<file path="src/ccr_defines.svh">
/*
 Register indices, field positions, reset values and timing counts of the
 comparator control block.
 Assumes: included by bare name by the package and the design.
*/
`ifndef CCR_DEFINES_SVH
`define CCR_DEFINES_SVH
// Register indices; byte address is four times the index
`define CCR_IDX_CTRL 3'h0
`define CCR_IDX_MUX 3'h2
`define CCR_IDX_DREF 3'h5
`define CCR_IDX_INTC 3'h6
`define CCR_IDX_STAT 3'h7
// Reset values
`define CCR_RST_CTRL 8'h00
`define CCR_RST_MUX 8'h00
`define CCR_RST_DREF 8'hFF
`define CCR_RST_INTC 8'h00
// Control register fields
`define CCR_CTRL_STBY 7
`define CCR_CTRL_PADEN 6
`define CCR_CTRL_PWR_HI 4
`define CCR_CTRL_PWR_LO 3
`define CCR_CTRL_HYS_HI 2
`define CCR_CTRL_HYS_LO 1
`define CCR_CTRL_EN 0
// Input select register fields
`define CCR_MUX_INV 7
`define CCR_MUX_INIT 6
`define CCR_MUX_POS_HI 5
`define CCR_MUX_POS_LO 3
`define CCR_MUX_NEG_HI 2
`define CCR_MUX_NEG_LO 0
// Interrupt control and status fields
`define CCR_INTC_MODE_HI 5
`define CCR_INTC_MODE_LO 4
`define CCR_INTC_IE 0
`define CCR_STAT_STATE 4
`define CCR_STAT_FLAG 0
// Divider full scale, documented for the reference formula
`define CCR_DREF_SCALE 256
// Cycles from raw input to state bit
`define CCR_SYNC_DELAY 3
`endif

</file>
<file path="src/ccr_pkg.sv">
/*
 Types of the comparator control block.
 Assumes: ccr_defines.svh is on the include path.
*/
`include "ccr_defines.svh"
package ccr_pkg;
   // Interrupt edge selection codes
   typedef enum logic [1:0] {
      CCR_EDGE_ANY = 2'h0,
      CCR_EDGE_RSVD = 2'h1,
      CCR_EDGE_FALL = 2'h2,
      CCR_EDGE_RISE = 2'h3
   } ccr_edge_t;
   // Whole state of the block
   typedef struct packed {
      logic [7:0] ctrl;      // Comparator control
      logic [7:0] mux;       // Input select control
      logic [7:0] dref;      // Reference divider value
      logic [7:0] intc;      // Interrupt control
      logic flag;            // Interrupt flag
      logic raw_s1;          // Raw result sync stage one
      logic raw_s2;          // Raw result sync stage two
      logic rdy_s1;          // Ready sync stage one
      logic rdy_s2;          // Ready sync stage two
      logic out_lvl;         // Output level, also state bit
      logic out_prev;        // Previous output level
      logic ana_en;          // Analog enable output
      logic pad_oe;          // Pad drive enable output
      logic irq;             // Interrupt request output
      logic ack;             // Bus acknowledge
      logic [31:0] dat;      // Bus read data
   } ccr_state_t;
endpackage

</file>
<file path="src/ccr_comparator_ctrl.sv">
/*
 Digital control and status logic of an on-chip voltage comparator with a
 classic Wishbone register slave.
 Assumes: the analog comparator, input muxes and divider sit outside and
 take the configuration outputs; raw result and ready arrive asynchronously.
*/
// Chosen here: the Wishbone register port.

// Bus: a request is taken on an enabled edge while ack is low; ack and
// read data stand for exactly one cycle after that edge.
// Comparator path: raw result passes two sync stages, then the output
// register, so a pin change shows on the state bit three edges later.
// The output is forced to its initial value whenever the comparator is
// not both running and ready, so start-up noise never reaches the flag.
// Edge history and flag are frozen in standby, as the peripheral clock
// would be stopped there; an edge that spans standby is seen on wake.
// A hardware edge beats a software clear in the same cycle, so no edge
// is ever lost to a late clear.
// Limitation: standby and power-down inputs must come from this clock.
// Clock enable low freezes everything, including a pending bus answer.
`include "ccr_defines.svh"
`timescale 1ns/10ps
`default_nettype none
module ccr_comparator_ctrl (
   // Clock, reset, enable
   input wire logic clk_i,
   input wire logic rst_i,
   input wire logic ce_i,
   // Wishbone slave
   input wire logic wb_cyc_i,
   input wire logic wb_stb_i,
   input wire logic wb_we_i,
   input wire logic [4:2] wb_adr_i,
   input wire logic [3:0] wb_sel_i,
   input wire logic [31:0] wb_dat_i,
   output logic [31:0] wb_dat_o,
   output logic wb_ack_o,
   // Sleep state from power manager
   input wire logic standby_i,
   input wire logic powerdown_i,
   // Analog side, asynchronous
   input wire logic cmp_raw_i,
   input wire logic cmp_ready_i,
   // Analog configuration
   output logic cmp_enable_o,
   output logic [1:0] power_profile_o,
   output logic [1:0] hysteresis_select_o,
   output logic [2:0] positive_input_select_o,
   output logic [2:0] negative_input_select_o,
   output logic [7:0] reference_divider_value_o,
   // Output pad and internal level
   output logic cmp_out_o,
   output logic cmp_pad_oe_o,
   // Interrupt request
   output logic irq_o
);
   // State and its next value
   ccr_pkg::ccr_state_t st_ff;   // Registered state
   ccr_pkg::ccr_state_t nxt_st;  // Next state
   // Combinational decode, recomputed every cycle
   logic req;                    // New bus request this cycle
   logic wr_lane0;               // Write into low byte
   logic running;                // Comparator allowed to run
   logic out_val;                // Output level before registering
   logic rise;                   // Rising output edge
   logic fall;                   // Falling output edge
   logic edge_hit;               // Edge matches selected mode
   logic clr_flag;               // Software clears flag
   logic [7:0] rd_byte;          // Read mux result
   ccr_pkg::ccr_edge_t mode;     // Selected edge mode

   // Byte write to one register
   // Shared by every register write decode
   function automatic logic is_wr(input logic [2:0] adr, input logic [2:0] idx,
                                  input logic wr);
      is_wr = wr && (adr == idx);
   endfunction

   // Next-state logic
   always_comb begin
      nxt_st = st_ff;
      // A request held across ack is not taken a second time
      req = wb_cyc_i && wb_stb_i && !st_ff.ack;
      wr_lane0 = req && wb_we_i && wb_sel_i[0];
      // Edge mode straight from the register field
      mode = ccr_pkg::ccr_edge_t'(st_ff.intc[`CCR_INTC_MODE_HI:`CCR_INTC_MODE_LO]);
      // Halted in standby unless told to run; always off in power-down
      running = st_ff.ctrl[`CCR_CTRL_EN] && !powerdown_i
         && !(standby_i && !st_ff.ctrl[`CCR_CTRL_STBY]);
      // Raw result already means positive above negative
      // Inversion reaches the pin, the state bit and the flag alike
      out_val = st_ff.raw_s2 ^ st_ff.mux[`CCR_MUX_INV];
      if (!(running && st_ff.rdy_s2)) begin
         out_val = st_ff.mux[`CCR_MUX_INIT];
      end
      // Output edges, current sample against the previous one
      rise = st_ff.out_lvl && !st_ff.out_prev;
      fall = !st_ff.out_lvl && st_ff.out_prev;
      // Pick the edges that the mode asks for
      case (mode)
         ccr_pkg::CCR_EDGE_ANY: edge_hit = rise || fall;
         ccr_pkg::CCR_EDGE_FALL: edge_hit = fall;
         ccr_pkg::CCR_EDGE_RISE: edge_hit = rise;
         default: edge_hit = 1'b0; // Reserved code flags nothing
      endcase
      // Clear only on a written one in the low byte
      clr_flag = is_wr(wb_adr_i, `CCR_IDX_STAT, wr_lane0)
         && wb_dat_i[`CCR_STAT_FLAG];
      // Synchronisers; first stages feed only second stages
      nxt_st.raw_s1 = cmp_raw_i;
      nxt_st.raw_s2 = st_ff.raw_s1;
      nxt_st.rdy_s1 = cmp_ready_i;
      nxt_st.rdy_s2 = st_ff.rdy_s1;
      // Output register doubles as the state bit
      nxt_st.out_lvl = out_val;
      nxt_st.out_prev = st_ff.out_lvl;
      // Flag and edge history frozen while in standby since their clock would be stopped
      if (!standby_i) begin
         // Set beats clear so a coinciding edge is kept
         if (edge_hit) begin
            nxt_st.flag = 1'b1;
         end else if (clr_flag) begin
            nxt_st.flag = 1'b0;
         end
      end else begin
         nxt_st.out_prev = st_ff.out_prev;
      end
      // Register writes, low byte only
      // Control register
      if (is_wr(wb_adr_i, `CCR_IDX_CTRL, wr_lane0)) begin
         nxt_st.ctrl = wb_dat_i[7:0];
         nxt_st.ctrl[5] = 1'b0; // Unused bit stays zero
      end
      // Input select register
      if (is_wr(wb_adr_i, `CCR_IDX_MUX, wr_lane0)) begin
         nxt_st.mux = wb_dat_i[7:0];
      end
      // Divider value
      if (is_wr(wb_adr_i, `CCR_IDX_DREF, wr_lane0)) begin
         nxt_st.dref = wb_dat_i[7:0];
      end
      // Interrupt control, only mode and enable bits kept
      if (is_wr(wb_adr_i, `CCR_IDX_INTC, wr_lane0)) begin
         nxt_st.intc = wb_dat_i[7:0] & 8'h31;
      end
      // Read mux; unmapped indices read zero
      // Status shows state in bit four and flag in bit zero
      case (wb_adr_i)
         `CCR_IDX_CTRL: rd_byte = st_ff.ctrl;
         `CCR_IDX_MUX: rd_byte = st_ff.mux;
         `CCR_IDX_DREF: rd_byte = st_ff.dref;
         `CCR_IDX_INTC: rd_byte = st_ff.intc;
         `CCR_IDX_STAT: rd_byte = {3'h0, st_ff.out_lvl, 3'h0, st_ff.flag};
         default: rd_byte = 8'h00;
      endcase
      // Every request answered one cycle later, unmapped too
      nxt_st.ack = req;
      nxt_st.dat = req ? {24'h000000, rd_byte} : 32'h00000000;
      // Registered outputs
      nxt_st.ana_en = running;
      // Pad drive lags its register bit by one cycle
      nxt_st.pad_oe = st_ff.ctrl[`CCR_CTRL_PADEN] && !powerdown_i;
      // Request tracks the flag until software clears it
      nxt_st.irq = st_ff.flag && st_ff.intc[`CCR_INTC_IE];
   end

   // State register, frozen when clock enable is low
   always_ff @(posedge clk_i) begin
      if (rst_i) begin
         // Whole state cleared first, then register defaults
         st_ff <= '0;
         st_ff.ctrl <= `CCR_RST_CTRL;
         st_ff.mux <= `CCR_RST_MUX;
         st_ff.dref <= `CCR_RST_DREF;
         st_ff.intc <= `CCR_RST_INTC;
      // Clock enable low holds every bit
      end else if (ce_i) begin
         st_ff <= nxt_st;
      end
   end

   // Outputs straight from state flip-flops
   // Bus answer
   assign wb_dat_o = st_ff.dat;
   assign wb_ack_o = st_ff.ack;
   // Analog configuration; enable from the registered running decode, the rest direct from register bits
   assign cmp_enable_o = st_ff.ana_en;
   assign power_profile_o = st_ff.ctrl[`CCR_CTRL_PWR_HI:`CCR_CTRL_PWR_LO];
   assign hysteresis_select_o = st_ff.ctrl[`CCR_CTRL_HYS_HI:`CCR_CTRL_HYS_LO];
   assign positive_input_select_o = st_ff.mux[`CCR_MUX_POS_HI:`CCR_MUX_POS_LO];
   assign negative_input_select_o = st_ff.mux[`CCR_MUX_NEG_HI:`CCR_MUX_NEG_LO];
   assign reference_divider_value_o = st_ff.dref;
   // Output level and pad drive
   assign cmp_out_o = st_ff.out_lvl;
   assign cmp_pad_oe_o = st_ff.pad_oe;
   // Interrupt request
   assign irq_o = st_ff.irq;
endmodule
`default_nettype wire

</file>
<file path="config.mk">
export PLATFORM = sky130hd
export DESIGN_NAME = ccr_comparator_ctrl
export DESIGN_NICKNAME = d
export VERILOG_FILES = /design/src/ccr_pkg.sv /design/src/ccr_comparator_ctrl.sv
export VERILOG_INCLUDE_DIRS = /design/src
export SDC_FILE = /design/constraint.sdc
export NUM_CORES = 1
export LEC_CHECK = 0
export BUFFER_PORTS_ARGS = -buffer_cell sky130_fd_sc_hd__clkbuf_2
export CAP_MARGIN = 20
export CELL_PAD_IN_SITES_DETAIL_PLACEMENT = 2
export CELL_PAD_IN_SITES_GLOBAL_PLACEMENT = 2
export CORE_UTILIZATION = 24
export CTS_CLUSTER_DIAMETER = 120
export DETAILED_ROUTE_END_ITERATION = 10
export PLACE_DENSITY_LB_ADDON = 0.1
export SLEW_MARGIN = 20
export SYNTH_ARGS = -nofsm -noshare
export SYNTH_HDL_FRONTEND = slang
export SYNTH_SLANG_ARGS = --single-unit
export TNS_END_PERCENT = 50
</file>
<file path="constraint.sdc">
create_clock -name clk_i -period 1.44 [get_ports clk_i]
set_clock_uncertainty 0.1 [all_clocks]
set_input_delay 0.216 -clock clk_i [delete_from_list [all_inputs] [get_ports clk_i]]
set_output_delay 0.216 -clock clk_i [all_outputs]
set_load 0.05 [all_outputs]
</file>
==> flow_summary_export.csv <==
group,metric,value,unit
route,wire_per_inst,15.1,µm
yosys,synth_area,2430,µm²
worst_setup_path,critPathRequiredTime,1.58,ns
power,cellPowerDensity,819,nW/µm²
worst_setup_path,reg2reg_from,"wb_ack_o",
route,wl,6810,µm
min_path,whs_path_depth,3,
job,drv_cap,0,
placement,dpl_cell_area,2730,µm²
yosys,syn_inst,272,
yosys,synth.distinct_cells,40,
sta,final-max-slew-violation-count,0,
power,power.total,2.38,mW
yosys,ys_ff_latch,45,
yosys,synth_edf_count,0,
cts,clkLatencyLatePin,0.29,ns
sta,post-route-period-util,108,%
power,p_seq_share,52.9,%
power,pwr-share-clk,30.9,%
sta,layout_min_cycle_time,1.55,ns
cts,clock_path_buffers,2,
sta,finalHoldViolations,0,
worst_setup_path,end_kind,"flop",
worst_setup_path,r2r_end,"wb_dat_o[4]",
power,netSwitchingFraction,29.7,%
sta,rsz0062_at_grt,"yes",
final_layout,n_antenna_cell,0,
final_layout,nNetsFinal,369,
global_routing,antenna_found_initial,0,
global_routing,grt_pass1_wl,10200,µm
status,status,"finished with violations",
sta,fmax,644,MHz
power,p_int,1.67,mW
sta,setup_viol,26,
worst_setup_path,cp-startpoint,"wb_ack_o",
floorplan,core_area,9770,µm²
floorplan,fp.dieW,103,µm
status,violations,"negative setup slack",
floorplan,initial_core_util,24.9,%
cts,cts_sinks,45,
cts,numCtsBuffers,5,
final_layout,n_fill_cell,1162,
power,peakVddDrop,347,µV
floorplan,io_pins,104,
global_routing,grt_max_degree,36,
yosys,synthArstFlopShare,0,%
route,route.detailed.drc,0,
power,switchingPower,0.706,mW
worst_setup_path,setup.worst_path.class,"flop to flop",
final_layout,design_area,2900,µm²
floorplan,num_rows,36,
yosys,yosys_most_used_dff,"dfxtp_1",
power,combPwrFrac,16.3,%
global_routing,overflow,0,
worst_setup_path,rr_worst_depth,6,
sta,hold_slack,0.0647,ns
floorplan,die_h,103,µm
worst_setup_path,start_kind,"flop",
placement,port_buffers,52,
final_layout,area_delta_synth_final,19.5,%
power,power_leakage,1.21,nW
cts,clk_pin_slew,0.08,ns
worst_setup_path,rrSetupSlack,-0.11,ns
route,ant_nets,0,
route,drtIter0Drc,28,
placement,dp_hpwl,4960,µm
worst_setup_path,crit_fanout,7,
route,drt-pass1-iter-count,4,
global_routing,grt_use_total,13.0,%
cts,cts_root_buf,"clkbuf_8",
global_routing,first_global_vias,1922,
min_path,hold_path_class,"primary input to flop",
sta,fin_ws,-0.114,ns
worst_setup_path,crit_end,"wb_dat_o[4]",
sta,setup-tns-final,-1.94,ns
yosys,avgSynthCellArea,8.94,µm²
worst_setup_path,worstPathArrival,1.69,ns
route,vias,1942,
final_layout,drive_gt1_share,31.9,%
cts,cts_tree,"done",
floorplan,die_area,10500,µm²
cts,htree_num_levels,2,
yosys,yosysWarnings,0,
placement,globalplace.congestion,0.748,
route,viasPerCell,4.32,
yosys,ys_seq_area_share,37.1,%
## state kept, by name, indices dropped and copies added (netlist names)
| register | flops |
|---|---|
| negative_input_select_o | 3 |
| cmp_pad_oe_o | 1 |
| cmp_out_o | 1 |
| st_ff | 10 |
| irq_o | 1 |
| wb_dat_o | 8 |
| hysteresis_select_o | 2 |
| cmp_enable_o | 1 |
| wb_ack_o | 1 |
| reference_divider_value_o | 8 |
| mode | 2 |
| power_profile_o | 2 |
| nxt_st | 2 |
| positive_input_select_o | 3 |
## routing by layer
metal / global-route usage (%) / wire length [µm] / part of all wire (%)
met1: 16.4 / 3100 / 45
met5: 0 / 0 / 0
met3: 2.51 / 250 / 3.7
met2: 22.8 / 3390 / 50
met4: 3.41 / 74 / 1.1
## power by group through the flow
stage,combinational (mW),clock (mW),sequential [mW]
detailed placement,0.378,0,1.29
CTS,0.381,0.789,1.26
finish,0.387,0.734,1.26
global route,0.417,0.829,1.26
global placement,0.375,0,1.29
floorplan,0.320,0,1.29
## logic make-up (layout without fill, tap and decap cells)
group	count (synthesis)	after routing	share of synthesized area, %
compound gates	38	38	10.0
xor+xnor	1	1	0.360
fa+ha+maj	2	2	1.03
buf+inv	66	88	18.4
flops	45	45	37.1
mux	30	30	12.5
other cells	1	24	0.154
simple gates	89	89	20.5
## synthesized netlist by cell type (2+ instances only)
cell type / number / area (µm²)
mux2_2: 2 / 22.5
nor2b_1: 7 / 43.8
nand3b_1: 2 / 15.0
nand2b_1: 8 / 50.1
nand4b_1: 2 / 17.5
o2bb2ai_1: 5 / 43.8
nor2_1: 40 / 150
buf_2: 4 / 20.0
a21oi_1: 19 / 95.1
a31oi_1: 2 / 12.5
dfxtp_1: 45 / 901
a22o_1: 2 / 17.5
buf_4: 50 / 375
o21ai_0: 2 / 10.0
nor3_1: 8 / 40.0
ha_1: 2 / 25.0
clkbuf_1: 9 / 33.8
nor4_4: 2 / 42.5
mux2i_1: 28 / 280
inv_1: 2 / 7.51
nand3_1: 2 / 10.0
nand2_1: 10 / 37.5
a221oi_1: 2 / 17.5
## critical path: stages, from the launching register on
cell,delay (ns)
dfxtp_4,0.34
nand4b_4,0.21
buf_4,0.18
a211oi_4,0.23
buf_4,0.15
and2b_2,0.17
a22o_1,0.13
## metrics by stage
stage          std cells  util [%]  setup WS [ns]
6_report             450      29.7         -0.114
3_3_place_gp         437      28.0         -0.149
2_1_floorplan        295         -         -0.270
5_1_grt              450      29.7         -0.220
3_5_place_dp         437      28.0         -0.159
4_1_cts              444      28.9         -0.115
## worst min path at each step
stage | start | to
after floorplan | cmp_ready_i | nxt_st[38]
after global placement | irq_o | irq_o
after detailed placement | irq_o | irq_o
after CTS | cmp_ready_i | nxt_st[38]
after global routing | cmp_ready_i | nxt_st[38]
final | cmp_raw_i | nxt_st[40]
## cell usage in the layout, fill, tap and decap left out, drive strengths merged, types with 7 or more instances in the layout
cell type / n
clkbuf: 58
dfxtp: 45
nor2: 40
mux2i: 28
buf: 27
conb: 24
a21oi: 19
nand2: 10
nor3: 9
nand2b: 8
nor2b: 7
## repair_timing
action / 4_1_cts / 5_1_grt
gates resized for setup: 1 / 6
gates cloned: 0 / 1
hold buffers: 0 / 0
pin swaps: 3 / 3
setup buffers: 1 / 5
setup endpoints to repair: 35 / 36
## area by class of cell
type                            count  area, µm²  area share (%)
Multi-Input combinational cell    184       1210            41.6
Clock inverter                      1       5.00           0.172
Inverter                            2       7.51           0.259
Clock buffer                        5       68.8            2.37
Timing Repair Buffer               80        544            18.7
Tap cell                          133        166            5.73
Sequential cell                    45        905            31.2
Note: power is estimated with default switching activity, not from simulation.
